## config.mk

```make
export PLATFORM = sky130hd
export DESIGN_NAME = hps_sequencer
export DESIGN_NICKNAME = d
export VERILOG_FILES = /design/src/hps_pkg.sv /design/src/hps_sequencer.sv /design/src/hps_timer.sv
export SDC_FILE = /design/constraint.sdc
export NUM_CORES = 1
export LEC_CHECK = 0
export BUFFER_PORTS_ARGS = -buffer_cell sky130_fd_sc_hd__clkbuf_2
export CORE_MARGIN = 2
export CORE_UTILIZATION = 30
export CTS_BUF_LIST = sky130_fd_sc_hd__clkbuf_16
export DETAILED_ROUTE_END_ITERATION = 8
export PLACE_DENSITY_LB_ADDON = 0.3
export SYNTH_ARGS = -nofsm -noshare
export SYNTH_HDL_FRONTEND = slang
export SYNTH_SLANG_ARGS = --single-unit
export TNS_END_PERCENT = 5
```

## constraint.sdc

```tcl
create_clock -name ref_clk -period 2.2 [get_ports ref_clk]
set_input_delay 0.44 -clock ref_clk [delete_from_list [all_inputs] [get_ports ref_clk]]
set_output_delay 0.44 -clock ref_clk [all_outputs]
set_load 0.02 [all_outputs]
```

## src/hps_pkg.sv

```systemverilog
// Package with timing constants and state types of the hot-swap sequencer
package hps_pkg;
  // ==========================================================
  // Clock
  localparam int unsigned CLK_HZ = 50000000;
  localparam int unsigned CLK_NS = 20;
  // ==========================================================
  // Printed times
  localparam int unsigned INSERTION_DELAY_US = 13700;
  localparam int unsigned DISCHARGE_HOLD_US = 4660;
  localparam int unsigned STARTUP_TIMEOUT_MS = 215;
  localparam int unsigned OVERVOLTAGE_RESPONSE_NS = 1570;
  localparam int unsigned BLANKING_SHORT_US = 400;
  localparam int unsigned BLANKING_LONG_US = 3200;
  localparam int unsigned RETRY_DELAY_MS = 105;
  // ==========================================================
  // Cycle counts derived from the times
  localparam int unsigned INSERTION_DELAY_CYC =
    INSERTION_DELAY_US * (CLK_HZ / 1000000);
  localparam int unsigned DISCHARGE_HOLD_CYC =
    DISCHARGE_HOLD_US * (CLK_HZ / 1000000);
  localparam int unsigned STARTUP_TIMEOUT_CYC =
    STARTUP_TIMEOUT_MS * (CLK_HZ / 1000);
  localparam int unsigned OVERVOLTAGE_RESPONSE_CYC =
    OVERVOLTAGE_RESPONSE_NS / CLK_NS;
  localparam int unsigned BLANKING_SHORT_CYC =
    BLANKING_SHORT_US * (CLK_HZ / 1000000);
  localparam int unsigned BLANKING_LONG_CYC =
    BLANKING_LONG_US * (CLK_HZ / 1000000);
  localparam int unsigned RETRY_DELAY_CYC =
    RETRY_DELAY_MS * (CLK_HZ / 1000);
  // ==========================================================
  // Counter width and sequencer states
  localparam int unsigned CNT_W = 24;
  localparam int unsigned SYNC_STAGES = 2;
  localparam int unsigned NUM_IN = 9;
  typedef enum logic [2:0] {
    HPS_OFF, HPS_INSERT, HPS_WAIT_EN, HPS_START, HPS_ON, HPS_FAULT
  } hps_state_t;
endpackage

```

## src/hps_sequencer.sv

```systemverilog
// Hot-swap protection sequencer top level
`timescale 1ns/10ps
// Functional notes
// RULE1 - The FET stays off while the input is under either undervoltage level.
// RULE2 - In the middle enable band the FET is off but state is kept.
// RULE3 - Staying in the middle band past the hold time starts discharge.
// RULE4 - Below the shutdown level everything resets, latched faults included.
// RULE5 - After supply comes good the FET waits an insertion delay.
// RULE6 - Input overvoltage switches the FET off within the response time.
// RULE7 - When overvoltage clears the FET restarts softly with no latch.
// RULE8 - A start-up exceeding its timeout raises a fault and latch or retry.
// RULE9 - Overcurrent is the comparator of sense against 0.75 of reference.
// RULE10 - Overcurrent under the short level starts the blanking timer.
// RULE11 - Overcurrent ending before blanking expiry causes no trip.
// RULE12 - Overcurrent lasting the full blanking interval trips the FET.
// RULE13 - After a fault the device latches off or retries after a delay.
// RULE14 - Scaled fast trip always applies, fixed fast trip in steady state.
// RULE15 - Current limit acts in start-up, breaker only in steady state.
// RULE16 - Every interval is a counter that restarts when its cause ends.
module hps_sequencer #(
  parameter int unsigned INS_CYC = hps_pkg::INSERTION_DELAY_CYC,
  parameter int unsigned QOD_CYC = hps_pkg::DISCHARGE_HOLD_CYC,
  parameter int unsigned SUT_CYC = hps_pkg::STARTUP_TIMEOUT_CYC,
  parameter int unsigned BLANK_SHORT_CYC = hps_pkg::BLANKING_SHORT_CYC,
  parameter int unsigned BLANK_LONG_CYC = hps_pkg::BLANKING_LONG_CYC,
  parameter int unsigned RETRY_CYC = hps_pkg::RETRY_DELAY_CYC
) (
  input wire logic ref_clk,
  input wire logic nrst,
  input wire logic vin_above_uv,
  input wire logic vin_above_ov_rise,
  input wire logic vin_above_ov_fall,
  input wire logic enable_above_uvlo,
  input wire logic enable_above_shutdown,
  input wire logic startup_complete,
  input wire logic over_ocp,
  input wire logic over_scaled_fast_trip,
  input wire logic over_fixed_fast_trip,
  input wire logic auto_retry_sel,
  input wire logic long_blanking_sel,
  output logic fet_enable,
  output logic current_limit_active,
  output logic output_discharge,
  output logic bias_enable,
  output logic fault_indicator_n
);
  // ==========================================================
  // Input synchronisers
  logic [hps_pkg::NUM_IN-1:0] raw_in;
  logic [hps_pkg::NUM_IN-1:0] sync1;
  logic [hps_pkg::NUM_IN-1:0] sync2;
  logic uv_ok, ov_hi, ov_lo_hi, en_on, en_alive, su_done;
  logic oc, sft, fft;

  assign raw_in = {vin_above_uv, vin_above_ov_rise, vin_above_ov_fall,
                   enable_above_uvlo, enable_above_shutdown,
                   startup_complete, over_ocp, over_scaled_fast_trip, // RULE9
                   over_fixed_fast_trip};

  // Two-flop chain on every pin input
  always_ff @(posedge ref_clk or negedge nrst) begin
    if (!nrst) begin
      sync1 <= '0;
      sync2 <= '0;
    end else begin
      sync1 <= raw_in;
      sync2 <= sync1;
    end
  end

  assign {uv_ok, ov_hi, ov_lo_hi, en_on, en_alive, su_done, oc, sft, fft}
    = sync2;

  // ==========================================================
  // Strap selects
  logic [1:0] sel_sync1;
  logic [1:0] sel_sync2;
  logic auto_retry, long_blank;

  // Straps are pins as well, so they pass the same two flops
  always_ff @(posedge ref_clk or negedge nrst) begin
    if (!nrst) begin
      sel_sync1 <= '0;
      sel_sync2 <= '0;
    end else begin
      sel_sync1 <= {auto_retry_sel, long_blanking_sel};
      sel_sync2 <= sel_sync1;
    end
  end

  assign {auto_retry, long_blank} = sel_sync2;

  // ==========================================================
  // Overvoltage hysteresis flag
  logic ov_active;

  // Set above rising level, clear below falling level
  always_ff @(posedge ref_clk or negedge nrst) begin
    if (!nrst) begin
      ov_active <= 1'b0;
    end else if (!en_alive) begin
      ov_active <= 1'b0;
    end else if (ov_hi) begin
      ov_active <= 1'b1; // RULE6
    end else if (!ov_lo_hi) begin
      ov_active <= 1'b0; // RULE7
    end
  end

  // ==========================================================
  // Interval timers
  hps_pkg::hps_state_t state;
  logic ins_done, qod_done, su_to, blank_done, retry_done;
  logic mid_band, oc_window;
  logic [hps_pkg::CNT_W-1:0] blank_limit;

  assign mid_band = en_alive && !en_on;
  // Breaker window only in steady state, below the short level
  assign oc_window = (state == hps_pkg::HPS_ON) && oc && !sft && !fft; // RULE10
  assign blank_limit = long_blank ?
    hps_pkg::CNT_W'(BLANK_LONG_CYC) :
    hps_pkg::CNT_W'(BLANK_SHORT_CYC);

  hps_timer u_ins (
    .ref_clk(ref_clk), .nrst(nrst),
    .run(state == hps_pkg::HPS_INSERT),
    .limit(hps_pkg::CNT_W'(INS_CYC)),
    .done(ins_done));
  hps_timer u_qod (
    .ref_clk(ref_clk), .nrst(nrst), .run(mid_band),
    .limit(hps_pkg::CNT_W'(QOD_CYC)),
    .done(qod_done));
  hps_timer u_sut (
    .ref_clk(ref_clk), .nrst(nrst),
    .run(state == hps_pkg::HPS_START && !ov_active),
    .limit(hps_pkg::CNT_W'(SUT_CYC)),
    .done(su_to));
  hps_timer u_blank (
    .ref_clk(ref_clk), .nrst(nrst), .run(oc_window), // RULE11
    .limit(blank_limit), .done(blank_done));
  hps_timer u_retry (
    .ref_clk(ref_clk), .nrst(nrst),
    .run(state == hps_pkg::HPS_FAULT && auto_retry),
    .limit(hps_pkg::CNT_W'(RETRY_CYC)),
    .done(retry_done));

  // ==========================================================
  // Sequencer
  hps_pkg::hps_state_t next_state;
  logic fast_trip;

  // Scaled trip always, fixed trip only in steady state
  assign fast_trip = sft || (fft && state == hps_pkg::HPS_ON); // RULE14

  // Next-state selection
  always_comb begin
    next_state = state;
    case (state)
      hps_pkg::HPS_OFF: begin
        if (uv_ok && en_alive) next_state = hps_pkg::HPS_INSERT;
      end
      hps_pkg::HPS_INSERT: begin
        if (!uv_ok) next_state = hps_pkg::HPS_OFF;
        else if (ins_done) next_state = hps_pkg::HPS_WAIT_EN; // RULE5
      end
      hps_pkg::HPS_WAIT_EN: begin
        if (!uv_ok) next_state = hps_pkg::HPS_OFF; // RULE1
        else if (en_on && !ov_active) next_state = hps_pkg::HPS_START;
      end
      hps_pkg::HPS_START: begin
        if (!uv_ok || !en_on) next_state = hps_pkg::HPS_WAIT_EN; // RULE1
        else if (su_to || fast_trip) next_state = hps_pkg::HPS_FAULT; // RULE8
        else if (ov_active) next_state = hps_pkg::HPS_WAIT_EN;
        else if (su_done) next_state = hps_pkg::HPS_ON;
      end
      hps_pkg::HPS_ON: begin
        if (!uv_ok || !en_on) next_state = hps_pkg::HPS_WAIT_EN; // RULE2
        else if (blank_done || fast_trip) next_state = hps_pkg::HPS_FAULT; // RULE12
        else if (ov_active) next_state = hps_pkg::HPS_WAIT_EN; // RULE7
      end
      hps_pkg::HPS_FAULT: begin
        if (retry_done) next_state = hps_pkg::HPS_WAIT_EN; // RULE13
      end
      default: next_state = hps_pkg::HPS_OFF;
    endcase
  end

  // State register, shutdown band clears everything
  always_ff @(posedge ref_clk or negedge nrst) begin
    if (!nrst) begin
      state <= hps_pkg::HPS_OFF;
    end else if (!en_alive) begin
      state <= hps_pkg::HPS_OFF; // RULE4
    end else begin
      state <= next_state;
    end
  end

  // ==========================================================
  // Outputs from flip-flops
  always_ff @(posedge ref_clk or negedge nrst) begin
    if (!nrst) begin
      fet_enable <= 1'b0;
      current_limit_active <= 1'b0;
      output_discharge <= 1'b0;
      bias_enable <= 1'b0;
      fault_indicator_n <= 1'b1;
    end else begin
      fet_enable <= (next_state == hps_pkg::HPS_START ||
                     next_state == hps_pkg::HPS_ON) && en_alive &&
                    !ov_hi; // RULE6
      current_limit_active <= (next_state == hps_pkg::HPS_START); // RULE15
      output_discharge <= qod_done; // RULE3
      bias_enable <= en_alive; // RULE2
      fault_indicator_n <= !(next_state == hps_pkg::HPS_FAULT &&
                             en_alive); // RULE8
    end
  end

  // ==========================================================
  // Checks
  property p_ov_off;
    @(posedge ref_clk) disable iff (!nrst)
      ov_hi |=> !fet_enable;
  endproperty
  a_ov_off: assert property (p_ov_off) // RULE6
    else $error("fet on during overvoltage");

  property p_shutdown;
    @(posedge ref_clk) disable iff (!nrst)
      !en_alive |=> (state == hps_pkg::HPS_OFF) && fault_indicator_n;
  endproperty
  a_shutdown: assert property (p_shutdown) // RULE4
    else $error("shutdown did not clear state");

  property p_uv_off;
    @(posedge ref_clk) disable iff (!nrst)
      !uv_ok |=> !fet_enable;
  endproperty
  a_uv_off: assert property (p_uv_off) // RULE1
    else $error("fet on under undervoltage");

  property p_mid_off;
    @(posedge ref_clk) disable iff (!nrst)
      mid_band |=> !fet_enable && bias_enable;
  endproperty
  a_mid_off: assert property (p_mid_off) // RULE2
    else $error("middle band handling wrong");

  property p_qod;
    @(posedge ref_clk) disable iff (!nrst)
      $rose(qod_done) |=> output_discharge;
  endproperty
  a_qod: assert property (p_qod) // RULE3
    else $error("discharge not started");

  property p_ins;
    @(posedge ref_clk) disable iff (!nrst)
      $rose(state == hps_pkg::HPS_INSERT) |-> !fet_enable [*8];
  endproperty
  a_ins: assert property (p_ins) // RULE5
    else $error("fet on during insertion delay");

  property p_trip;
    @(posedge ref_clk) disable iff (!nrst)
      (blank_done && state == hps_pkg::HPS_ON && en_on && uv_ok)
        |=> !fault_indicator_n;
  endproperty
  a_trip: assert property (p_trip) // RULE12
    else $error("breaker did not trip");

  property p_limit;
    @(posedge ref_clk) disable iff (!nrst)
      current_limit_active |-> !oc_window;
  endproperty
  a_limit: assert property (p_limit) // RULE15
    else $error("breaker active during start-up");

  property p_latch;
    @(posedge ref_clk) disable iff (!nrst)
      (state == hps_pkg::HPS_FAULT && !auto_retry && en_alive)
        |=> state == hps_pkg::HPS_FAULT;
  endproperty
  a_latch: assert property (p_latch) // RULE13
    else $error("latched fault released");

  property p_retry;
    @(posedge ref_clk) disable iff (!nrst)
      (retry_done && state == hps_pkg::HPS_FAULT && en_alive)
        |=> state == hps_pkg::HPS_WAIT_EN && fault_indicator_n;
  endproperty
  a_retry: assert property (p_retry) // RULE13
    else $error("retry did not restart");

  property p_sut;
    @(posedge ref_clk) disable iff (!nrst)
      (su_to && state == hps_pkg::HPS_START && en_on && uv_ok && en_alive)
        |=> !fet_enable && !fault_indicator_n;
  endproperty
  a_sut: assert property (p_sut) // RULE8
    else $error("start-up timeout not flagged");

  property p_fast;
    @(posedge ref_clk) disable iff (!nrst)
      (sft && state == hps_pkg::HPS_ON && en_on && uv_ok && en_alive)
        |=> !fet_enable && !fault_indicator_n;
  endproperty
  a_fast: assert property (p_fast) // RULE14
    else $error("fast trip did not turn off");
endmodule // hps_sequencer

```

## src/hps_timer.sv

```systemverilog
// Restartable interval counter with a done flag
`timescale 1ns/10ps
module hps_timer (
  input wire logic ref_clk,
  input wire logic nrst,
  input wire logic run,
  input wire logic [hps_pkg::CNT_W-1:0] limit,
  output logic done
);
  logic [hps_pkg::CNT_W-1:0] count;

  // Count while qualified, restart when not
  always_ff @(posedge ref_clk or negedge nrst) begin
    if (!nrst) begin
      count <= '0;
    end else if (!run) begin
      count <= '0; // RULE16
    end else if (count < limit) begin
      count <= count + 1'b1;
    end
  end

  assign done = run && (count >= limit);
endmodule // hps_timer

```

Yosys cells after proc, flatten, opt, wreduce, memory -nomap -nowiden

Index checks and enable logic that the tools add are counted.

$mul: 0
Shift-type cells: 0
Div/mod/pow operators: 0
Bitwise operators: 0
Mux-type cells: 29
Add/sub/neg operators: 5
Equality and inequality tests: 14
Reductions and logical operators: 30
$lt $le $gt $ge: 10

Operators with widths:

| cell                    | number |
|---|---|
| $mux W24                | 10 |
| $add A24 B1 Y24 const B | 5 |
| $mux W3                 | 14 |
| $ge A24 B18 Y1          | 1 |
| $ge A24 B18 Y1 const B  | 1 |
| $ge A24 B20 Y1 const B  | 1 |
| $ge A24 B23 Y1 const B  | 1 |
| $ge A24 B24 Y1 const B  | 1 |
| $lt A24 B18 Y1          | 1 |
| $lt A24 B18 Y1 const B  | 1 |
| $lt A24 B20 Y1 const B  | 1 |
| $lt A24 B23 Y1 const B  | 1 |
| $lt A24 B24 Y1 const B  | 1 |
| $mux W18                | 1 |
| $pmux W3 S6             | 1 |
| $logic_and A1 B1 Y1     | 17 |
| $eq A3 B3 Y1 const B    | 4 |
| $ne A2 B2 Y1 const B    | 5 |
| $eq A3 B2 Y1 const B    | 3 |
| $logic_not A1 Y1        | 7 |
| $logic_or A1 B1 Y1      | 5 |
| $eq A3 B1 Y1 const B    | 1 |
| $logic_not A3 Y1        | 1 |
| $mux W1                 | 3 |
| $ne A3 B2 Y1 const B    | 1 |

ROM bits: 0
Latch bits: 0
Flip-flop bits (word level): 151
Memories: 0
Logic and storage cells: 104
Bits in writable memories: 0
Output and inout port bits: 5

Depth between registers and ports, before layout

Gate-level depths: netlist of run 1.

Word-level depth: 13
Depth in mapped cells: 10
Mapped depth without buffers: 9

Modules after synthesis

Synthesis of run 1 repeated with hierarchy kept, for this count alone.

Cells, all modules: 1169
Area total of the unflattened synthesis: 10958.0 µm²

Modules (own cells, without submodules):

| module                  | cells an instance | area an instance (µm²) | sequential area each (µm²) | times used |
|---|---|---|---|---|
| hps_timer (u_blank ...) | 216               | 1978.1                 | 600.6                      | 4 |
| hps_timer (u_qod)       | 216               | 1931.9                 | 600.6                      | 1 |
| hps_sequencer           | 89                | 1113.6                 | 777.0                      | 1 |

Worst setup path before layout of run 1

Ideal clock, no wire load.

Path type: register to register
From: reg u_blank.count[20] (netlist name)
To: reg u_blank.count[12] (netlist name)
Stages on the path, launching flop included: 9
Buffers on the path: 1
Data arrival time: 2.343 ns
Slack: -0.226 ns
Cells stage by stage: dfrtp_1 -> or4_4 -> or4_4 -> a211oi_4 -> and2_1 -> buf_6 -> nand2_4 -> or3_1 -> a21oi_1

Cells in the longest elaborated chain, start to end: 2

Ends and longest elaborated chain:

| item                     | RTL line        | text |
|---|---|---|
| start: declaration       | hps_timer.sv:10 | `logic [hps_pkg::CNT_W-1:0] count;` |
| start signal: assignment | hps_timer.sv:19 | `count <= count + 1'b1;` |
| $lt A24 B18 Y1           | hps_timer.sv:18 | `end else if (count < limit) begin` |
| $ne A2 B2 Y1 (no line)   | -               |  |

Every way passes these cells.
A chain may end at the register's enable or synchronous reset.

Worst setup path after layout of run 1

From: reg u_blank.count[20] (netlist name)
To: reg fet_enable

Cells in the longest elaborated chain, start to end: 10
Elaborated cells between the ends (all ways): 11

Ends and longest elaborated chain:

| item                                                | RTL line                                   | text |
|---|---|---|
| $ge A24 B18 Y1 (*)                                  | hps_timer.sv:23                            | `assign done = run && (count >= limit);` |
| $logic_and A1 B1 Y1 (*)                             | hps_timer.sv:23                            |  |
| $logic_or A1 B1 Y1 (*)                              | hps_sequencer.sv:178                       | `else if (blank_done \|\| fast_trip) next_state = hps_pkg::HPS_FAULT;` |
| $mux W3 (*)                                         | hps_sequencer.sv:178                       |  |
| $mux W3 (*)                                         | hps_sequencer.sv:177                       | `if (!uv_ok \|\| !en_on) next_state = hps_pkg::HPS_WAIT_EN;` |
| $pmux W3 S6 (*)                                     | hps_sequencer.sv:158                       | `case (state)` |
| $eq A3 B2 Y1 / $eq A3 B3 Y1 (equally long branches) | hps_sequencer.sv:209, hps_sequencer.sv:210 |  |
| $logic_or A1 B1 Y1 (*)                              | hps_sequencer.sv:209                       | `fet_enable <= (next_state == hps_pkg::HPS_START \|\|` |
| $logic_and A1 B1 Y1 (*) (2 in a row)                | hps_sequencer.sv:210                       | `next_state == hps_pkg::HPS_ON) && en_alive &&` |
| end signal: assignment                              | hps_sequencer.sv:209                       |  |
| end: declaration                                    | hps_sequencer.sv:41                        | `output logic fet_enable,` |

Every way passes the cells marked *; elsewhere a longest branch is shown, timed or not.

==> results of run 1 <==
cells by family after synthesis:
group,share of synthesized area (%)
AO/OA/AOI/OAI,7.54
XOR/XNOR,9.64
adder cells (fa/ha/maj),3.10
buffers and inverters,2.86
flip-flops,52.0
multiplexers,0.275
AND/OR/NAND/NOR,24.6
cell usage after synthesis (3+ instances only):
master,n,area share [%]
and4_1,8,0.96
nor4_1,12,1.0
xnor2_1,39,4.7
dfrtp_1,150,52
nand4_1,13,1.1
and2_1,10,0.86
ha_1,18,3.1
o2111ai_1,3,0.36
nor2_1,134,6.9
o21ai_0,23,1.6
nand2_1,50,2.6
a41oi_1,4,0.48
nor3b_1,5,0.52
nor2b_1,7,0.60
a211o_1,4,0.48
nor3_1,16,1.1
xor2_1,41,4.9
nand3b_1,4,0.41
clkbuf_1,18,0.93
nand3_1,31,2.1
or2_2,3,0.26
or4_1,4,0.41
inv_1,32,1.7
a21oi_1,34,2.3
nand2b_1,5,0.43
or3_1,17,1.5
a31oi_1,4,0.34
and3_1,20,1.7
final cells by class:
| cell class | instances | area, um2 | area share [%] |
|---|---|---|---|
| clock buffers | 17 | 425 | 4.54 |
| multi-input cells | 541 | 3520 | 37.5 |
| clock inverters | 15 | 211 | 2.26 |
| inverters | 32 | 120 | 1.28 |
| repair buffers | 120 | 915 | 9.76 |
| well taps | 319 | 399 | 4.26 |
| flip-flops and latches | 151 | 3780 | 40.4 |
what timing repair did:
item                                   CTS  global route
pin swaps                               10            11
hold buffers                             1             0
resized for setup                       14            45
endpoints found under the hold margin   40             0
setup endpoints to repair               54            73
worst min-delay path by stage:
| stage | start | cells past startpoint | endpoint | slack, ns |
|---|---|---|---|---|
| finish | startup_complete | 1 | sync1[3] | 0.11 |
| global route | startup_complete | 1 | sync1[3] | 0.09 |
| CTS | startup_complete | 1 | sync1[3] | 0.1 |
| detailed placement | sync1[1] | 0 | sync2[1] | 0.33 |
| global placement | sync1[5] | 0 | sync2[5] | 0.33 |
| floorplan | nrst | 0 | bias_enable | 0.14 |
per-layer routing:
metal	GRT usage, %	part of all wire (%)
met5	0	0
met4	4.42	1.5
met3	2.70	2.2
met2	20.6	46
met1	17.6	51
metrics by stage:
step           worst slack (ns)  hold WS, ns  util, %
2_1_floorplan            -0.226        0.144        -
3_3_place_gp             -0.290        0.331     35.8
3_5_place_dp             -0.310        0.335     35.8
4_1_cts                  -0.300       0.0956     38.9
5_1_grt                  -0.397       0.0943     39.7
6_report                 -0.308        0.111     39.7
power groups by stage:
stage	clock [mW]	combinational, mW	sequential [mW]
2_1_floorplan	0	0.0470	2.87
3_3_place_gp	0	0.151	2.88
3_5_place_dp	0	0.153	2.88
4_1_cts	3.25	0.154	2.83
5_1_grt	3.36	0.172	2.83
6_report	3.16	0.148	2.83
registers in the layout (all words and copies together), names as in the netlist:
name / cells
ov_active: 1
u_qod.count: 24
u_ins.count: 24
sync1: 9
u_blank.count: 24
current_limit_active: 1
bias_enable: 1
state: 3
u_retry.count: 24
output_discharge: 1
sync2: 9
sel_sync2: 2
fet_enable: 1
u_sut.count: 24
fault_indicator_n: 1
sel_sync1: 2
==> impl_metrics.py, run 1 <==
metrics = {
    "run_status": {
        "status": "finished, violations left",
        "violations": "negative setup slack",
    },
    "setup_path": {
        "path_depth": 7,
        "reg2reg_to": "fet_enable",
        "cpMostUsedCell": "or4_4",
        "cp_data_arrival_time_ns": 2.86,
        "worstSetupStartpoint": "u_blank.count[20]",
        "cp_slowest_cell": "or4_4",
        "cp-end-kind": "register",
        "cpPeakStageDelay_ns": 0.53,
        "ff2ff_setup_slack_ns": -0.31,
        "cp-endpoint": "fet_enable",
        "cp_max_fo": 5,
        "worstRegToRegCells": 7,
        "startpoint_type": "register",
        "r2r-start": "u_blank.count[20]",
        "crit_type": "register to register",
        "crit_family": "simple AND/OR/NAND/NOR gates",
        "crit_chain": "or4_4, or4_4, a211oi_4, nand3_2, a211o_1, or2_0, a21oi_1",
        "required_ns": 2.55,
        "crit_buf_inv": 0,
    },
    "finish": {
        "layout_commonest_cell": "dfrtp_1",
        "areaGrowthSynthToFinish_pct": 28.8,
        "diodes": 0,
        "num-nets-final": 894,
        "fillerInstances": 2301,
        "finish.instance_area_mm2": 0.00937,
        "layout_common_cells": "150 x dfrtp_1, 128 x nor2_1, 94 x buf_4",
        "drive_above_1_share_pct": 23.1,
        "layout.cells.non_filler": 1195,
    },
    "power": {
        "p_int_mw": 4.85,
        "power_density_mw_per_mm2": 655,
        "swShare_pct": 21.0,
        "clkPwrFrac_pct": 51.5,
        "ir_drop_mv": 0.477,
        "seq_power_share_pct": 46.1,
        "p_total_mw": 6.14,
        "p_sw_mw": 1.29,
        "cellLeakagePower_nw": 3.95,
        "combPwrFrac_pct": 2.4,
    },
    "detailed_routing": {
        "firstDrtPassIters": 6,
        "num_vias": 5532,
        "drc_errors": 0,
        "routed_via_density": 4.63,
        "wl_per_cell_um": 12.9,
        "wl_mm": 15.4,
        "drt_iter0_markers": 229,
        "ant_nets": 0,
    },
    "sta": {
        "setup_viol": 33,
        "worst_pin_slew_ns": 0.518,
        "clock_skew_ns": 0.0133,
        "period_share_pct": 114,
        "finalHoldViolations": 0,
        "post-route-min-period_ns": 2.51,
        "drv_slew": 0,
        "max_freq_ghz": 0.399,
        "final.setup.tns_ns": -4.96,
        "rsz0062_at_grt": "true",
        "relSlewSlack_pct": 65.3,
        "setup_slack_ns": -0.308,
    },
    "synth": {
        "synth_edf_count": 0,
        "synthFlopType": "dfrtp_1",
        "syn-cell-area_mm2": 0.00727,
        "ys_warn_count": 0,
        "synthCells": 745,
        "syn_avg_cell_area_um2": 9.76,
        "async_reset_ff_share_pct": 100,
        "seq_area_frac_synth_pct": 52.0,
        "ys_seq_elements": 151,
        "syn_nets": 776,
        "synth_cell_types": 58,
    },
    "global_routing": {
        "grt_max_degree": 50,
        "grt_pass1_vias": 5629,
        "grt_overflow": 0,
        "grt_pass1_wl_mm": 27.2,
        "grt.total_usage_pct": 12.9,
        "antenna_found_initial": 0,
    },
    "cts": {
        "numClockSinks": 151,
        "cts_buffer_depth": 2,
        "post_cts_buffers": 0,
        "h-tree-depth": 4,
        "ctsRootBufferMaster": "clkbuf_16",
        "path_clk_slew_ns": 0.06,
        "cts_tree": "done",
        "cts_made_buffers": 17,
        "clk_latency_ns": 0.43,
    },
    "placed_design": {
        "numPortBuffers": 17,
        "placed_area_mm2": 0.00846,
        "dp_cells": 1162,
        "gp_congestion": 0.740,
        "hpwl_mm": 10.3,
    },
    "floorplan": {
        "start_util_pct": 30.8,
        "core_mm2": 0.0236,
        "dieWidth_um": 160,
        "num_rows": 56,
        "die_h_um": 160,
        "io_pins": 18,
        "die_area_mm2": 0.0255,
    },
    "hold_path": {
        "min_path_type": "input port to register",
    },
    "flow_run": {
        "cap_violations": 0,
    },
}
Power figures use the tool's default switching activity.
==> run 2, diff against run 1 <==
CELL_PAD_IN_SITES_DETAIL_PLACEMENT = 0   (was not set)
CELL_PAD_IN_SITES_GLOBAL_PLACEMENT = 2   (was not set)
==> impl_metrics.py, run 2 (synthesis gave the netlist of run 1 again) <==
metrics = {
    "setup_path": {
        "cp_max_fo": 6,
        "worstRegToRegCells": 9,
        "required_ns": 2.51,
        "cp_data_arrival_time_ns": 2.86,
        "crit_type": "register to register",
        "startpoint_type": "register",
        "cp-end-kind": "register",
    },
    "finish": {
        "finish.instance_area_mm2": 0.00946,
        "drive_above_1_share_pct": 24.8,
        "layout_common_cells": "150 x dfrtp_1, 129 x nor2_1, 101 x buf_4",
        "fin_util_pct": 40.1,
        "num-nets-final": 903,
        "diodes": 0,
        "layout.cells.non_filler": 1203,
        "layout_commonest_cell": "dfrtp_1",
        "areaGrowthSynthToFinish_pct": 30.1,
    },
    "sta": {
        "rsz0062_at_grt": "true",
        "finalHoldViolations": 0,
        "worst_pin_slew_ns": 0.921,
        "relSlewSlack_pct": 38.6,
        "max_freq_ghz": 0.393,
        "period_share_pct": 116,
        "post-route-min-period_ns": 2.55,
        "drv_slew": 0,
        "setup_slack_ns": -0.347,
        "setup_viol": 32,
        "clock_skew_ns": 0.0120,
    },
    "global_routing": {
        "grt_overflow": 0,
        "grt.total_usage_pct": 13.9,
        "grt_max_degree": 44,
        "top_usage_layer": "met2",
        "grt_util_met1_pct": 18.2,
        "gr-usage-met2_pct": 22.8,
        "antenna_found_initial": 0,
        "grt_pass1_wl_mm": 28.6,
        "use_met3_pct": 3.01,
        "grt_pass1_vias": 5870,
    },
    "placed_design": {
        "hpwl_mm": 11.5,
        "dp_slack_ns": -0.333,
        "dp_cells": 1166,
        "placed_area_mm2": 0.00851,
        "numPortBuffers": 17,
        "gp_congestion": 0.785,
    },
    "detailed_routing": {
        "routed_via_density": 4.71,
        "firstDrtPassIters": 4,
        "ant_nets": 0,
        "drt_iter0_markers": 228,
        "drc_errors": 0,
        "wl_per_cell_um": 14.1,
        "wl_mm": 17.0,
        "num_vias": 5667,
    },
    "floorplan": {
        "num_rows": 56,
        "start_util_pct": 30.8,
        "core_mm2": 0.0236,
        "io_pins": 18,
        "dieWidth_um": 160,
        "die_area_mm2": 0.0255,
        "die_h_um": 160,
    },
    "cts": {
        "cts_tree": "done",
        "cts_made_buffers": 17,
        "cts_buffer_depth": 2,
        "h-tree-depth": 4,
        "path_clk_slew_ns": 0.07,
        "ctsRootBufferMaster": "clkbuf_16",
        "clk_latency_ns": 0.43,
        "numClockSinks": 151,
    },
    "hold_path": {
        "min_path_type": "input port to register",
        "holdPathStages": 1,
    },
    "power": {
        "ir_drop_mv": 0.431,
        "cellLeakagePower_nw": 4.01,
        "power_density_mw_per_mm2": 645,
    },
    "run_status": {
        "status": "finished, violations left",
        "violations": "negative setup slack",
    },
    "flow_run": {
        "cap_violations": 0,
    },
}
## run 2: routing by layer
layer  wire length (um)  vias to the layer above
met5                  0                        -
met4                225                        0
met3                409                       22
met2               8210                       58
met1               8120                     2786
li1                   -                     2801
## run 2: area by class of cell
| type | instances | area [um2] |
|---|---|---|
| well taps | 319 | 399 |
| clock buffers | 17 | 425 |
| repair buffers | 129 | 998 |
| inverters | 32 | 120 |
| clock inverters | 14 | 200 |
| multi-input cells | 541 | 3540 |
| flip-flops and latches | 151 | 3780 |
| fillers | 2346 | 14200 |
## run 2: worst paths after layout
check	startpoint	to	slack, ns
setup reg to reg	u_blank.count[20]	u_blank.count[13]	-0.35
hold reg to reg	sync1[7]	sync2[7]	0.35
max in group asynchronous	nrst	u_blank.count[5]	1.04
hold / removal	vin_above_ov_rise	sync1[7]	0.11
min in group asynchronous	nrst	u_blank.count[7]	0.52
setup / recovery	u_blank.count[20]	u_blank.count[13]	-0.35
## run 2: report_power, final
| group | switching (mW) | leakage [nW] | total [mW] | internal [mW] |
|---|---|---|---|---|
| Combinational | 0.109 | 1.65 | 0.155 | 0.0470 |
| Clock | 1.22 | 0.303 | 3.12 | 1.91 |
| Sequential | 0.0189 | 2.05 | 2.82 | 2.80 |
| Total | 1.34 | 4.01 | 6.10 | 4.76 |
## run 2: timing repair
action                                 CTS  global route
hold buffers                             1             0
gates resized for setup                 22            46
endpoints found under the hold margin   37             0
setup buffers                            1             4
pin swaps                                6            18
setup endpoints to repair               55            78
## run 2: metrics by stage
stage               total power, mW  hold WS (ns)  setup TNS [ns]
floorplan                      2.92         0.144           -2.21
global placement               3.03         0.333           -8.67
detailed placement             3.03         0.335           -8.54
CTS                            6.20        0.0858           -5.58
global route                   6.34        0.0915          -10.98
finish                         6.10         0.109           -6.17
## run 2: worst max-delay path, cell delays in order (launching register included)
cell and delay, ns:
dfrtp_1 0.38, or4_4 0.54, or4_4 0.44, a211oi_4 0.30, buf_4 0.17, buf_6 0.10, a21oi_4 0.09, nor3b_2 0.20
xnor2_1 0.14, nor2_1 0.05
